[config.mk]
export PLATFORM = sky130hd
export DESIGN_NAME = asrx_receiver
export DESIGN_NICKNAME = d
export VERILOG_FILES = /design/src/asrx_pkg.sv /design/src/asrx_receiver.sv
export VERILOG_INCLUDE_DIRS = /design/src
export SDC_FILE = /design/constraint.sdc
export NUM_CORES = 1
export LEC_CHECK = 0
export BUFFER_PORTS_ARGS = -buffer_cell sky130_fd_sc_hd__buf_2
export CAP_MARGIN = 30
export CORE_MARGIN = 2
export CORE_UTILIZATION = 57
export DETAILED_ROUTE_END_ITERATION = 12
export MAX_ROUTING_LAYER = met4
export PLACE_DENSITY = 0.79
export RECOVER_POWER = 50
export SKIP_LAST_GASP = 1
export SLEW_MARGIN = 10
export SYNTH_ARGS = -nofsm -noshare
export SYNTH_HDL_FRONTEND = slang
export SYNTH_SLANG_ARGS = --single-unit
export TNS_END_PERCENT = 1
[constraint.sdc]
create_clock -name clk_sys -period 6.4 [get_ports clk_sys]
set_clock_uncertainty 0.15 [all_clocks]
set_input_delay 0.32 -clock clk_sys [delete_from_list [all_inputs] [get_ports clk_sys]]
set_output_delay 0.32 -clock clk_sys [all_outputs]
set_load 0.03 [all_outputs]
[src/asrx_consts.svh]
`ifndef ASRX_CONSTS_SVH
`define ASRX_CONSTS_SVH

// Register byte offsets.
`define ASRX_OFF_CTRL    8'h00
`define ASRX_OFF_STATUS  8'h04
`define ASRX_OFF_DATA    8'h08
`define ASRX_OFF_BAUD    8'h0C

// Control register fields.
`define ASRX_CTL_PORT_EN 0
`define ASRX_CTL_RECV_EN 1
`define ASRX_CTL_NINE    2
`define ASRX_CTL_ADDR    3
`define ASRX_CTL_ABD     4
`define ASRX_CTL_WAKE    5

// Status register fields.
`define ASRX_ST_FRAME    0
`define ASRX_ST_OVER     1
`define ASRX_ST_NINTH    2
`define ASRX_ST_AVAIL    3
`define ASRX_ST_IDLE     4
`define ASRX_ST_MEAS_OVF 5
`define ASRX_ST_COUNT    6

// Reset values.
`define ASRX_CTRL_RST    6'h00
`define ASRX_BAUD_RST    16'h0056

// Queue depth and measurement edge count.
`define ASRX_DEPTH       2
`define ASRX_SYNC_RISES  3'h5

`endif

[src/asrx_pkg.sv]
package asrx_pkg;

	typedef enum logic [1:0] {
		ASRX_IDLE  = 2'b00,
		ASRX_START = 2'b01,
		ASRX_DATA  = 2'b10,
		ASRX_STOP  = 2'b11
	} asrx_state_t;

	// One queued character: ninth bit, low byte and its framing tag.
	typedef struct packed {
		logic       framingErrorFlag;
		logic       ninth;
		logic [7:0] data;
	} asrx_char_t;

	typedef struct packed {
		logic        wake;
		logic        abd;
		logic        addr;
		logic        nineBitReceiveEnable;
		logic        continuousReceiveEnable;
		logic        serialPortEnable;
	} asrx_ctrl_t;

endpackage

[src/asrx_receiver.sv]
// Function
// Each queued character keeps its framing tag
// Missing stop level tags framing error
// Framing flag read-only; reading advances queue
// Port disable clears framing flag; receive-disable not
// Framing error raises no request itself
// Two-entry queue; third character sets overrun
// Overrun blocks receive; cleared by disables only
// Nine-bit mode exposes ninth bit separately
// Address filter keeps only ninth-bit-set characters
// Software toggles address filter around messages
// Measurement counter overflow sets flag, available
// Counting continues; idle low until fifth rise
// Read after overflow: fifth rise re-raises available
// Software drains buffer before clearing overflow
// Cancelled measurement: later falls become starts
// Wake mode suspends reception, watches falling edge
// Wake raises available; buffer read clears it
// Rising edge ending break clears wake enable
// Remote sends long all-zero wake character
// Non-zero character: first low is wake
// Software checks idle before enabling wake
// Sleep stops reception except wake detection
// Available follows queue non-empty
`timescale 1ns/1ps
`default_nettype none
`include "asrx_consts.svh"

module asrx_receiver
	import asrx_pkg::*;
(
	input  wire logic        clk_sys,          // System clock, 10 MHz.
	input  wire logic        nrst,             // Asynchronous reset, active low.
	input  wire logic        psel,             // APB select.
	input  wire logic        penable,          // APB access phase.
	input  wire logic        pwrite,           // APB direction.
	input  wire logic [7:0]  paddr,            // APB byte address.
	input  wire logic [31:0] pwdata,           // APB write data.
	output logic      [31:0] prdata,           // APB read data.
	output logic             pready,           // APB ready.
	output logic             pslverr,          // APB error on unmapped address.
	input  wire logic        receiveDataLine,  // Serial receive line, idle high.
	input  wire logic        sleepMode,        // Controller asleep.
	output logic             receiveAvailable  // Receive-available level.
);

	asrx_ctrl_t  ctrl;
	asrx_state_t state;
	asrx_char_t  queue [`ASRX_DEPTH];
	logic        rdPtr;
	logic        wrPtr;
	logic [1:0]  count;
	logic        overrun;
	logic        wakePend;
	logic        abdPend;
	logic        baud_measure_overflow_flag;
	logic [2:0]  riseCnt;
	logic [16:0] measCnt;
	logic [15:0] baudDiv;
	logic [15:0] bitCnt;
	logic [3:0]  bitIdx;
	logic [8:0]  shiftReg;
	logic        rxPrev;

	// Bus decode.
	wire         busDone   = psel & penable & pready;
	wire         wrDone    = busDone & pwrite;
	wire         rdDone    = busDone & ~pwrite;
	wire         hitCtrl   = (paddr == `ASRX_OFF_CTRL);
	wire         hitStatus = (paddr == `ASRX_OFF_STATUS);
	wire         hitData   = (paddr == `ASRX_OFF_DATA);
	wire         hitBaud   = (paddr == `ASRX_OFF_BAUD);
	wire         mapped    = hitCtrl | hitStatus | hitData | hitBaud;
	wire         dataRead  = rdDone & hitData;
	wire         ctrlWrite = wrDone & hitCtrl;
	wire asrx_ctrl_t wrCtrl = asrx_ctrl_t'(pwdata[5:0]);

	// Line edges.
	wire         rxFall    = rxPrev & ~receiveDataLine;
	wire         rxRise    = ~rxPrev & receiveDataLine;

	// Modes.
	// The port enable behaves as a module reset for the whole receive path.
	// Clearing it empties the queue, drops overrun and every pending event.
	wire         portOff   = ~ctrl.serialPortEnable;

	// Baud measurement takes precedence over wake detection.
	// Both modes keep the bit engine parked in its idle state.
	wire         measuring = ctrl.serialPortEnable & ctrl.abd;
	wire         waking    = ctrl.serialPortEnable & ctrl.wake & ~measuring;

	// Normal reception needs the port and continuous receive enabled.
	// Overrun freezes reception until software drops an enable.
	// Sleep stops the bit engine; the wake watcher and the baud measurement stay alive.
	wire         rxAllowed = ctrl.serialPortEnable & ctrl.continuousReceiveEnable & ~overrun
		& ~measuring & ~waking & ~sleepMode;

	// The bit counter reloads from the divisor, so a period is div plus one clocks.
	wire         bitTick   = (bitCnt == 16'h0000);

	// The data phase ends after eight or nine bits.
	wire         lastBit   = (bitIdx == (ctrl.nineBitReceiveEnable ? 4'h8 : 4'h7));

	// The stop bit is looked at once, in the middle of its period.
	wire         stopSmp   = (state == ASRX_STOP) & bitTick;

	// A low line at the stop sample marks the character as badly framed.
	// The character is still queued; the tag travels with it.
	wire         ferrNow   = ~receiveDataLine;

	// In eight-bit mode the ninth bit reads as zero.
	wire         ninthNow  = ctrl.nineBitReceiveEnable & shiftReg[8];

	// The address filter only has meaning with nine-bit reception.
	// Without it every character is kept, whatever the filter bit says.
	wire         keepChar  = ~(ctrl.addr & ctrl.nineBitReceiveEnable & ~ninthNow);

	// The queue is full with two unread characters.
	wire         queueFull = (count == 2'h2);

	// A kept character either enters the queue or, when it is full, raises overrun.
	// The character that overruns is lost; the two queued ones stay readable.
	wire         push      = stopSmp & keepChar & ~queueFull & rxAllowed;
	wire         setOvr    = stopSmp & keepChar & queueFull & rxAllowed;

	// A data read of an empty queue returns stale data and does not move the pointer.
	wire         pop       = dataRead & (count != 2'h0);

	// The head is always the oldest unread character.
	wire asrx_char_t head  = queue[rdPtr];

	// In eight-bit mode the byte sits in the upper eight bits of the shifter.
	// The framing tag is stored with the character, not in a shared flag.
	wire asrx_char_t newChar = '{framingErrorFlag: ferrNow, ninth: ninthNow,
		data: (ctrl.nineBitReceiveEnable ? shiftReg[7:0] : shiftReg[8:1])};

	// Measurement.
	// Counting runs between the first and the fifth rising edge.
	// The top bit of the counter remembers a wrap, so a second wrap is not flagged again.
	wire         measRun   = measuring & (riseCnt != 3'h0);
	wire         fifthRise = measuring & rxRise & (riseCnt == (`ASRX_SYNC_RISES - 3'h1));
	wire         measWrap  = measRun & (measCnt[15:0] == 16'hFFFF) & ~measCnt[16];

	// Wake detection.
	// Any falling edge counts as the wake event, also the start of a non-zero character.
	// The remote side is expected to send a long all-zero break to avoid fragments.
	wire         wakeEvent = waking & rxFall;

	// The rising edge that ends the break hands the line back to the bit engine.
	wire         wakeEnd   = waking & rxRise;

	// Queue occupancy after this cycle.
	// Push and pop may fall in one cycle; the count then stays.
	wire [1:0]   next_count = count + {1'b0, push} - {1'b0, pop};

	// Idle is low while a character or a measurement is in progress.
	wire         idleNow   = (state == ASRX_IDLE) & ~measRun;

	// A wake event stays pending until software reads the data register.
	wire         next_wakePend = ctrl.serialPortEnable & (wakeEvent | (wakePend & ~dataRead));

	// An overflow raises a pending event; if it was read away before the fifth edge,
	// that edge raises it once more so software learns the measurement has ended.
	wire         next_abdPend  = ctrl.serialPortEnable & (measWrap
		| (fifthRise & (baud_measure_overflow_flag | measWrap) & ~abdPend)
		| (abdPend & ~dataRead));

	// Available is a level: queue not empty, or a pending wake or overflow event.
	// A framing error by itself adds nothing to it.
	wire         next_avail = ctrl.serialPortEnable
		& ((next_count != 2'h0) | next_wakePend | next_abdPend);

	// Status view.
	// The framing tag and the ninth bit belong to the head and read zero when empty.
	// Software must read the status before the data, since the data read advances the queue.
	wire [31:0]  statusWord = {26'h0000000, baud_measure_overflow_flag, idleNow, receiveAvailable,
		head.ninth & (count != 2'h0), overrun,
		head.framingErrorFlag & (count != 2'h0)};

	// Register read selection.
	// Unmapped addresses read as zero and are refused with an error.
	wire [31:0]  readMux = hitCtrl   ? {26'h0000000, ctrl}
		: hitStatus ? statusWord
		: hitData   ? {24'h000000, head.data}
		: hitBaud   ? {16'h0000, baudDiv}
		: 32'h00000000;

	function automatic logic [15:0] halfBit(input logic [15:0] d);
		halfBit = {1'b0, d[15:1]};
	endfunction

	// APB slave: one wait state, then ready with data.
	always_ff @(posedge clk_sys or negedge nrst) begin
		if (!nrst) begin
			pready  <= 1'b0;
			prdata  <= 32'h00000000;
			pslverr <= 1'b0;
		end else begin
			pready  <= psel & penable & ~pready;
			// Writes return zero so a refused write never shows stale data.
			prdata  <= (psel & penable & ~pready) ? (pwrite ? 32'h00000000 : readMux) : prdata;
			pslverr <= psel & penable & ~pready & ~mapped;
		end
	end

	// Control register; hardware drops the wake and measurement enables.
	always_ff @(posedge clk_sys or negedge nrst) begin
		if (!nrst) begin
			ctrl <= asrx_ctrl_t'(`ASRX_CTRL_RST);
		end else begin
			if (ctrlWrite)
				ctrl <= wrCtrl;
			if (wakeEnd & ~(ctrlWrite & wrCtrl.wake))
				ctrl.wake <= 1'b0;
			if (fifthRise & ~(ctrlWrite & wrCtrl.abd))
				ctrl.abd <= 1'b0;
		end
	end

	// Baud divisor: software writes it, a clean measurement loads it.
	always_ff @(posedge clk_sys or negedge nrst) begin
		if (!nrst) begin
			baudDiv <= `ASRX_BAUD_RST;
		end else if (fifthRise & ~baud_measure_overflow_flag & ~measWrap) begin
			// Eight bit periods are measured, so the divisor is the count over eight.
			baudDiv <= {3'h0, measCnt[15:3]};
		end else if (wrDone & hitBaud) begin
			baudDiv <= pwdata[15:0];
		end
	end

	// Measurement runs from the first to the fifth rising edge of the sync character.
	always_ff @(posedge clk_sys or negedge nrst) begin
		if (!nrst) begin
			riseCnt <= 3'h0;
			measCnt <= 17'h00000;
			baud_measure_overflow_flag  <= 1'b0;
		end else begin
			if (!measuring) begin
				riseCnt <= 3'h0;
				measCnt <= 17'h00000;
			end else if (fifthRise) begin
				riseCnt <= 3'h0;
			end else begin
				if (rxRise)
					riseCnt <= riseCnt + 3'h1;
				if (measRun)
					measCnt <= {measCnt[16] | measWrap, measCnt[15:0] + 16'h0001};
			end
			// Overflow set wins over a software clear in the same cycle.
			if (portOff)
				baud_measure_overflow_flag <= 1'b0;
			else if (measWrap)
				baud_measure_overflow_flag <= 1'b1;
			else if (wrDone & hitStatus & pwdata[`ASRX_ST_MEAS_OVF])
				baud_measure_overflow_flag <= 1'b0;
		end
	end

	// Receive bit engine.
	always_ff @(posedge clk_sys or negedge nrst) begin
		if (!nrst) begin
			state    <= ASRX_IDLE;
			bitCnt   <= 16'h0000;
			bitIdx   <= 4'h0;
			shiftReg <= 9'h000;
			rxPrev   <= 1'b1;
		end else begin
			rxPrev <= receiveDataLine;
			if (!rxAllowed) begin
				state <= ASRX_IDLE;
			end else begin
				bitCnt <= bitTick ? baudDiv : bitCnt - 16'h0001;
				case (state)
					ASRX_IDLE: begin
						if (rxFall) begin
							state  <= ASRX_START;
							bitCnt <= halfBit(baudDiv);
						end
					end
					ASRX_START: begin
						if (bitTick) begin
							state  <= receiveDataLine ? ASRX_IDLE : ASRX_DATA;
							bitIdx <= 4'h0;
						end
					end
					ASRX_DATA: begin
						if (bitTick) begin
							shiftReg <= {receiveDataLine, shiftReg[8:1]};
							bitIdx   <= bitIdx + 4'h1;
							if (lastBit)
								state <= ASRX_STOP;
						end
					end
					ASRX_STOP: begin
						if (bitTick)
							state <= ASRX_IDLE;
					end
					default: state <= ASRX_IDLE;
				endcase
			end
		end
	end

	// Receive queue and its flags.
	always_ff @(posedge clk_sys or negedge nrst) begin
		if (!nrst) begin
			rdPtr   <= 1'b0;
			wrPtr   <= 1'b0;
			count   <= 2'h0;
			overrun <= 1'b0;
			queue[0] <= '0;
			queue[1] <= '0;
		end else if (portOff) begin
			rdPtr   <= 1'b0;
			wrPtr   <= 1'b0;
			count   <= 2'h0;
			overrun <= 1'b0;
		end else begin
			if (push) begin
				queue[wrPtr] <= newChar;
				wrPtr        <= ~wrPtr;
			end
			if (pop)
				rdPtr <= ~rdPtr;
			count <= next_count;
			if (setOvr)
				overrun <= 1'b1;
			else if (!ctrl.continuousReceiveEnable)
				overrun <= 1'b0;
		end
	end

	// Pending events for the available output.
	always_ff @(posedge clk_sys or negedge nrst) begin
		if (!nrst) begin
			wakePend         <= 1'b0;
			abdPend          <= 1'b0;
			receiveAvailable <= 1'b0;
		end else begin
			wakePend         <= next_wakePend;
			abdPend          <= next_abdPend;
			receiveAvailable <= next_avail;
		end
	end

endmodule // asrx_receiver
`default_nettype wire

---- Yosys cells after proc, flatten, opt, wreduce, memory -nomap -nowiden ----
Index checks and enable logic that the tools add are counted.
storage, ports and cells
  bits in registers ....................... 137
  input bits .............................. 47
  output and inout bits ................... 35
cells by class
  bitwise logic cells ..................... 88
  reductions and logical operators ........ 16
  equality and inequality tests ........... 24
  add/subtract/negate cells ............... 6
  magnitude comparators ................... 3
  multiplexer cells ....................... 49
operator list
  operator                                                              number
  16-bit two-way mux                                                    10
  1-bit bitwise AND                                                     54
  17-bit two-way mux                                                    3
  10-bit two-way mux                                                    4
  1-bit inverter                                                        22
  20-bit bitwise mux                                                    1
  16-bit by 1-bit adder with 16-bit output, second input constant       1
  16-bit == test, second input constant                                 1
  8-bit by 4-bit == test with 1-bit output, second input constant       2
  16-bit logical NOT                                                    1
  2-bit two-way mux                                                     8
  16-bit by 1-bit subtractor with 16-bit output, second input constant  1
  3-bit != test, second input constant                                  5
  1-bit two-way mux                                                     12
  4-bit two-way mux                                                     3
  2-bit nonzero test                                                    6
  10-bit demux with 1-bit select                                        1
  1-bit OR                                                              10
  3-bit two-way mux                                                     3
  8-bit by 3-bit == test with 1-bit output, second input constant       1
  8-bit logical NOT                                                     1
  8-bit two-way mux                                                     1
  2-bit case mux with 4 select lines                                    1
  4-bit case mux with 2 select lines                                    1
  23 further kinds                                                      33

---- Depth between registers and ports, before layout ----
  depth in word-level cells ............... 13
  mapped depth ............................ 14

---- Worst setup path after synthesis ----
OpenSTA, ideal clock, no wires.
  kind .................................... flip-flop to flip-flop
  from .................................... reg bitCnt[5]
  to ...................................... reg receiveAvailable
  path buffers ............................ 2
  stages on the path, launching flop included .. 14
  data required time ...................... 6116 ps
  setup time .............................. 134 ps
  path slack .............................. 3502 ps
  data arrival time ....................... 2614 ps
  path through ............................ dfrtp_1 > or3_1 > buf_6 > nor4_4 > and4_1 > buf_6 > nand3_1 > ha_1 > inv_1 > ha_1 > xnor2_1 > xnor2_1 > nor3_1 > a21oi_1
between the ends
  word-level cells in the longest chain between the ends .. 11
ends and longest elaborated chain
  element                                      line                  text
  start, declared                              asrx_receiver.sv:60   logic [15:0] bitCnt;
  start signal, assigned                       asrx_receiver.sv:273  bitCnt <= bitTick ? baudDiv : bitCnt - 16'h0001;
  start signal, assigned                       asrx_receiver.sv:278  bitCnt <= halfBit(baudDiv);
  16-bit logical NOT                           asrx_receiver.sv:99   wire bitTick = (bitCnt == 16'h0000);
  1-bit bitwise AND                            asrx_receiver.sv:105  wire stopSmp = (state == ASRX_STOP) & bitTick;
  1-bit bitwise AND (3 in a row)               asrx_receiver.sv:123  wire push = stopSmp & keepChar & ~queueFull & rxAllowed;
  2-bit by 1-bit adder with 2-bit output       asrx_receiver.sv:154  wire [1:0] next_count = count + {1'b0, push} - {1'b0, pop};
  2-bit by 1-bit subtractor with 2-bit output  asrx_receiver.sv:154
  2-bit nonzero test                           asrx_receiver.sv:171  & ((next_count != 2'h0) | next_wakePend | next_abdPend);
  1-bit OR (2 in a row)                        asrx_receiver.sv:171
  1-bit bitwise AND                            asrx_receiver.sv:171
  via next_avail                               asrx_receiver.sv:170  wire next_avail = ctrl.serialPortEnable
  end signal, assigned                         asrx_receiver.sv:343  receiveAvailable <= next_avail;
  end, declared                                asrx_receiver.sv:44   output logic receiveAvailable
The timed path passes the listed nets, and every way through them passes these cells.
A chain may end at the register's enable or synchronous reset.

---- Final worst setup path ----
  from .................................... reg bitCnt[6]
  to ...................................... reg receiveAvailable
The elaborated chain is that of the path after synthesis.

==> flow_metrics.py <==
metrics = {
    "run_status": {
        "status": "finished with violations",
        "violations": "capacitance limit, slew limit",
    },
    "die": {
        "chipHeight_um": 112,
        "die_area_um2": 12500,
        "rows": 39,
        "ios": 82,
        "die_w_um": 112,
        "coreArea_um2": 11400,
        "start_util_pct": 58.2,
    },
    "setup_path": {
        "crit_chain": "or3_1 > nor4_4 > and4_1 > nand3_1 > ha_1 > inv_1 > ha_1 > xnor2_1 > xnor2_1 > nor3_1 > a21oi_1",
        "end_kind": "register",
        "critPathMaxStageDelay_ns": 0.56,
        "setup.worst_path.class": "reg2reg",
        "worstReg2RegStart": "bitCnt[6]",
        "cp_data_required_time_ns": 6.53,
        "r2r_cells": 11,
        "slowest_stage": "or3_1",
        "start_kind": "register",
        "cp_max_fo": 9,
        "rr_endpoint": "receiveAvailable",
        "worstPathArrival_ns": 3.51,
        "r2r_slack_ns": 3.03,
    },
    "power_and_ir_drop": {
        "power_density_nw_per_um2": 249,
        "combinationalPowerShare_pct": 5.7,
        "vdd_drop_max_uv": 202,
        "clock_power_share_pct": 52.5,
        "p_sw_uw": 432,
        "switching_share_pct": 23.1,
        "p_leak_nw": 3.44,
        "p_int_mw": 1.43,
        "seqPwrFrac_pct": 41.8,
    },
    "synth": {
        "ys_seq_area_share_pct": 45.8,
        "yosysTopAreaCellShare_pct": 43.8,
        "synth.avg_cell_area_um2": 10.2,
        "ys_types": 74,
        "yosys_register_bits": 121,
        "ys_top_cells_by_area": "dfrtp_1 (44%), mux2_2 (6.3%), mux2i_1 (5.6%)",
        "synth_flop_cell": "dfrtp_1",
        "ys_warn_count": 0,
        "synth_top_area_cell": "dfrtp_1",
        "ys_async_sr_fraction_pct": 100,
        "synthCells": 651,
        "synth_edf_count": 0,
        "syn_area_um2": 6620,
    },
    "global_routing": {
        "grt_pass1_wl_um": 26300,
        "overflow": 0,
        "first_global_vias": 5291,
        "grt_usage_pct": 27.4,
        "antenna_found_initial": 0,
        "grt_max_degree": 72,
    },
    "clock_tree": {
        "worstSkewPairLatency_ns": 0.43,
        "cts_buffer_depth": 2,
        "clockRootBuffer": "clkbuf_16",
        "path_clk_slew_ns": 0.06,
        "cts_max_level": 4,
        "numCtsBuffers": 17,
        "cts_sinks": 121,
        "ctsResizeCount": 0,
        "cts_tree": "built",
    },
    "drt": {
        "vias_per_cell": 6.31,
        "antenna_left": 0,
        "num_vias": 5382,
        "drtPass1Iterations": 6,
        "wl_per_cell_um": 18.6,
        "first_iter_violations": 606,
        "drc": 0,
        "wl_um": 15900,
    },
    "placed_design": {
        "dp_hpwl_um": 10900,
        "dpl.cell_count": 813,
        "port_buffers": 49,
        "pre_cts_slack_ns": 3.10,
        "place.gp.congestion": 0.902,
    },
    "layout": {
        "instances_no_fill": 853,
        "fin_nets": 752,
        "area_growth_pct": 13.4,
        "drive_gt1_share_pct": 18.5,
        "final_common_cell": "dfrtp_1",
        "fin_util_pct": 66.0,
        "fillers": 901,
        "antenna_cells": 0,
        "final_cell_mix": "dfrtp_1 (116), nor2_1 (63), a21oi_1 (47), mux2i_1 (37), mux2_2 (37)",
        "regArea_um2": 3030,
        "multi_input_area_um2": 3280,
    },
    "job": {
        "cap_violations": 1,
    },
    "sta": {
        "worst_slew_pin_slew_ns": 2.79,
        "max_freq_mhz": 297,
        "maxSlewViolCount": 52,
        "layout_min_cycle_time_ns": 3.37,
        "worst_slew_margin_rel_pct": -85.9,
        "finalWorstSetupSlack_ns": 3.03,
        "holdWs_ns": 0.0102,
        "post-route-period-util_pct": 52.7,
        "hold_violations": 0,
        "setup_violations": 0,
        "grt_setup_unrepaired": "false",
        "tns_ns": 0,
    },
    "hold_path": {
        "worstHoldStart": "pwdata[15]",
        "hold_path_end": "baudDiv[15]",
        "min_path_type": "in2reg",
        "hold-path-cell-count": 3,
    },
}
[worst max-delay path, delay by kind of cell (launching register included)]
family | cells | cell delay (ns)
and+or+nand+nor | 5 | 1.77
adders and majority gates | 2 | 0.48
DFF | 1 | 0.40
xor gates and xnor gates | 2 | 0.29
AOI/OAI and AO/OA | 1 | 0.10
buffers and inverters | 1 | 0.04
[repair_timing]
action	4_1_cts	5_1_grt
hold buffers	6	0
setup buffers	0	0
hold endpoints to repair	55	0
[cell usage after synthesis, types with 11 or more instances]
cell and count:
a21oi_1 47, a22o_1 11, buf_4 17, clkbuf_1 21, dfrtp_1 116, inv_1 19, mux2_2 37, mux2i_1 37
nand2_1 34, nand3_1 20, nor2_1 63, nor3_1 22, o21ai_0 26, o22ai_1 11, xnor2_1 17
[metrics by stage]
| stage | instance area, µm² | power, mW |
|---|---|---|
| finish | 7510 | 1.87 |
| global route | 7510 | 1.93 |
| CTS | 7500 | 1.87 |
| detailed placement | 6830 | 0.894 |
| global placement | 6830 | 0.891 |
| floorplan | 6680 | 0.866 |
[state kept, by name, summed over array words and instances, names as in the netlist, 2 cells and up]
signal,cells
riseCnt,3
baudDiv,16
prdata,16
ctrl,6
bitIdx,4
state,2
queue,20
measCnt,17
shiftReg,9
bitCnt,16
count,2
[how the worst max path moves through the flow]
stage	startpoint	endpoint	slack, ns	cells after the start
floorplan	bitCnt[5]	receiveAvailable	3.50	13
global placement	bitCnt[5]	receiveAvailable	3.19	11
detailed placement	bitCnt[6]	receiveAvailable	3.10	11
CTS	bitCnt[6]	receiveAvailable	3.05	11
global route	nrst	bitCnt[11]	2.69	2
finish	bitCnt[6]	receiveAvailable	3.03	11
[cell type report]
class	instances	share of cell area, %
Sequential cell	121	40.4
Clock inverter	12	1.97
Inverter	19	0.950
Clock buffer	20	6.08
Tap cell	143	2.38
Timing Repair Buffer	60	4.53
Multi-Input combinational cell	478	43.7
[logic make-up (layout without fill, tap and decap cells)]
kind of cell	after synthesis	count (layout)	share of synthesized area (%)
AO/OA/AOI/OAI	143	143	13.9
flip-flops	121	121	45.8
XOR/XNOR	21	21	2.78
other	1	16	0.0566
adder cells (fa/ha/maj)	8	8	1.51
multiplexers	76	76	12.2
AND/OR/NAND/NOR	214	214	18.1
buffers and inverters	67	111	5.59
[metal layers]
metal	track usage (%)	routed length (µm)
met1	34.1	6450
met2	43.6	7970
met3	6.53	1030
met4	10.9	439
met5	-	0
[power groups by stage]
| stage | combinational, mW | clock (mW) | sequential, mW |
|---|---|---|---|
| final | 0.107 | 0.979 | 0.780 |
| after global routing | 0.118 | 1.03 | 0.781 |
| after CTS | 0.106 | 0.984 | 0.780 |
| after detailed placement | 0.102 | 0 | 0.793 |
| after global placement | 0.0991 | 0 | 0.792 |
| after floorplan | 0.0734 | 0 | 0.793 |
(Power assumes the default switching activity.)
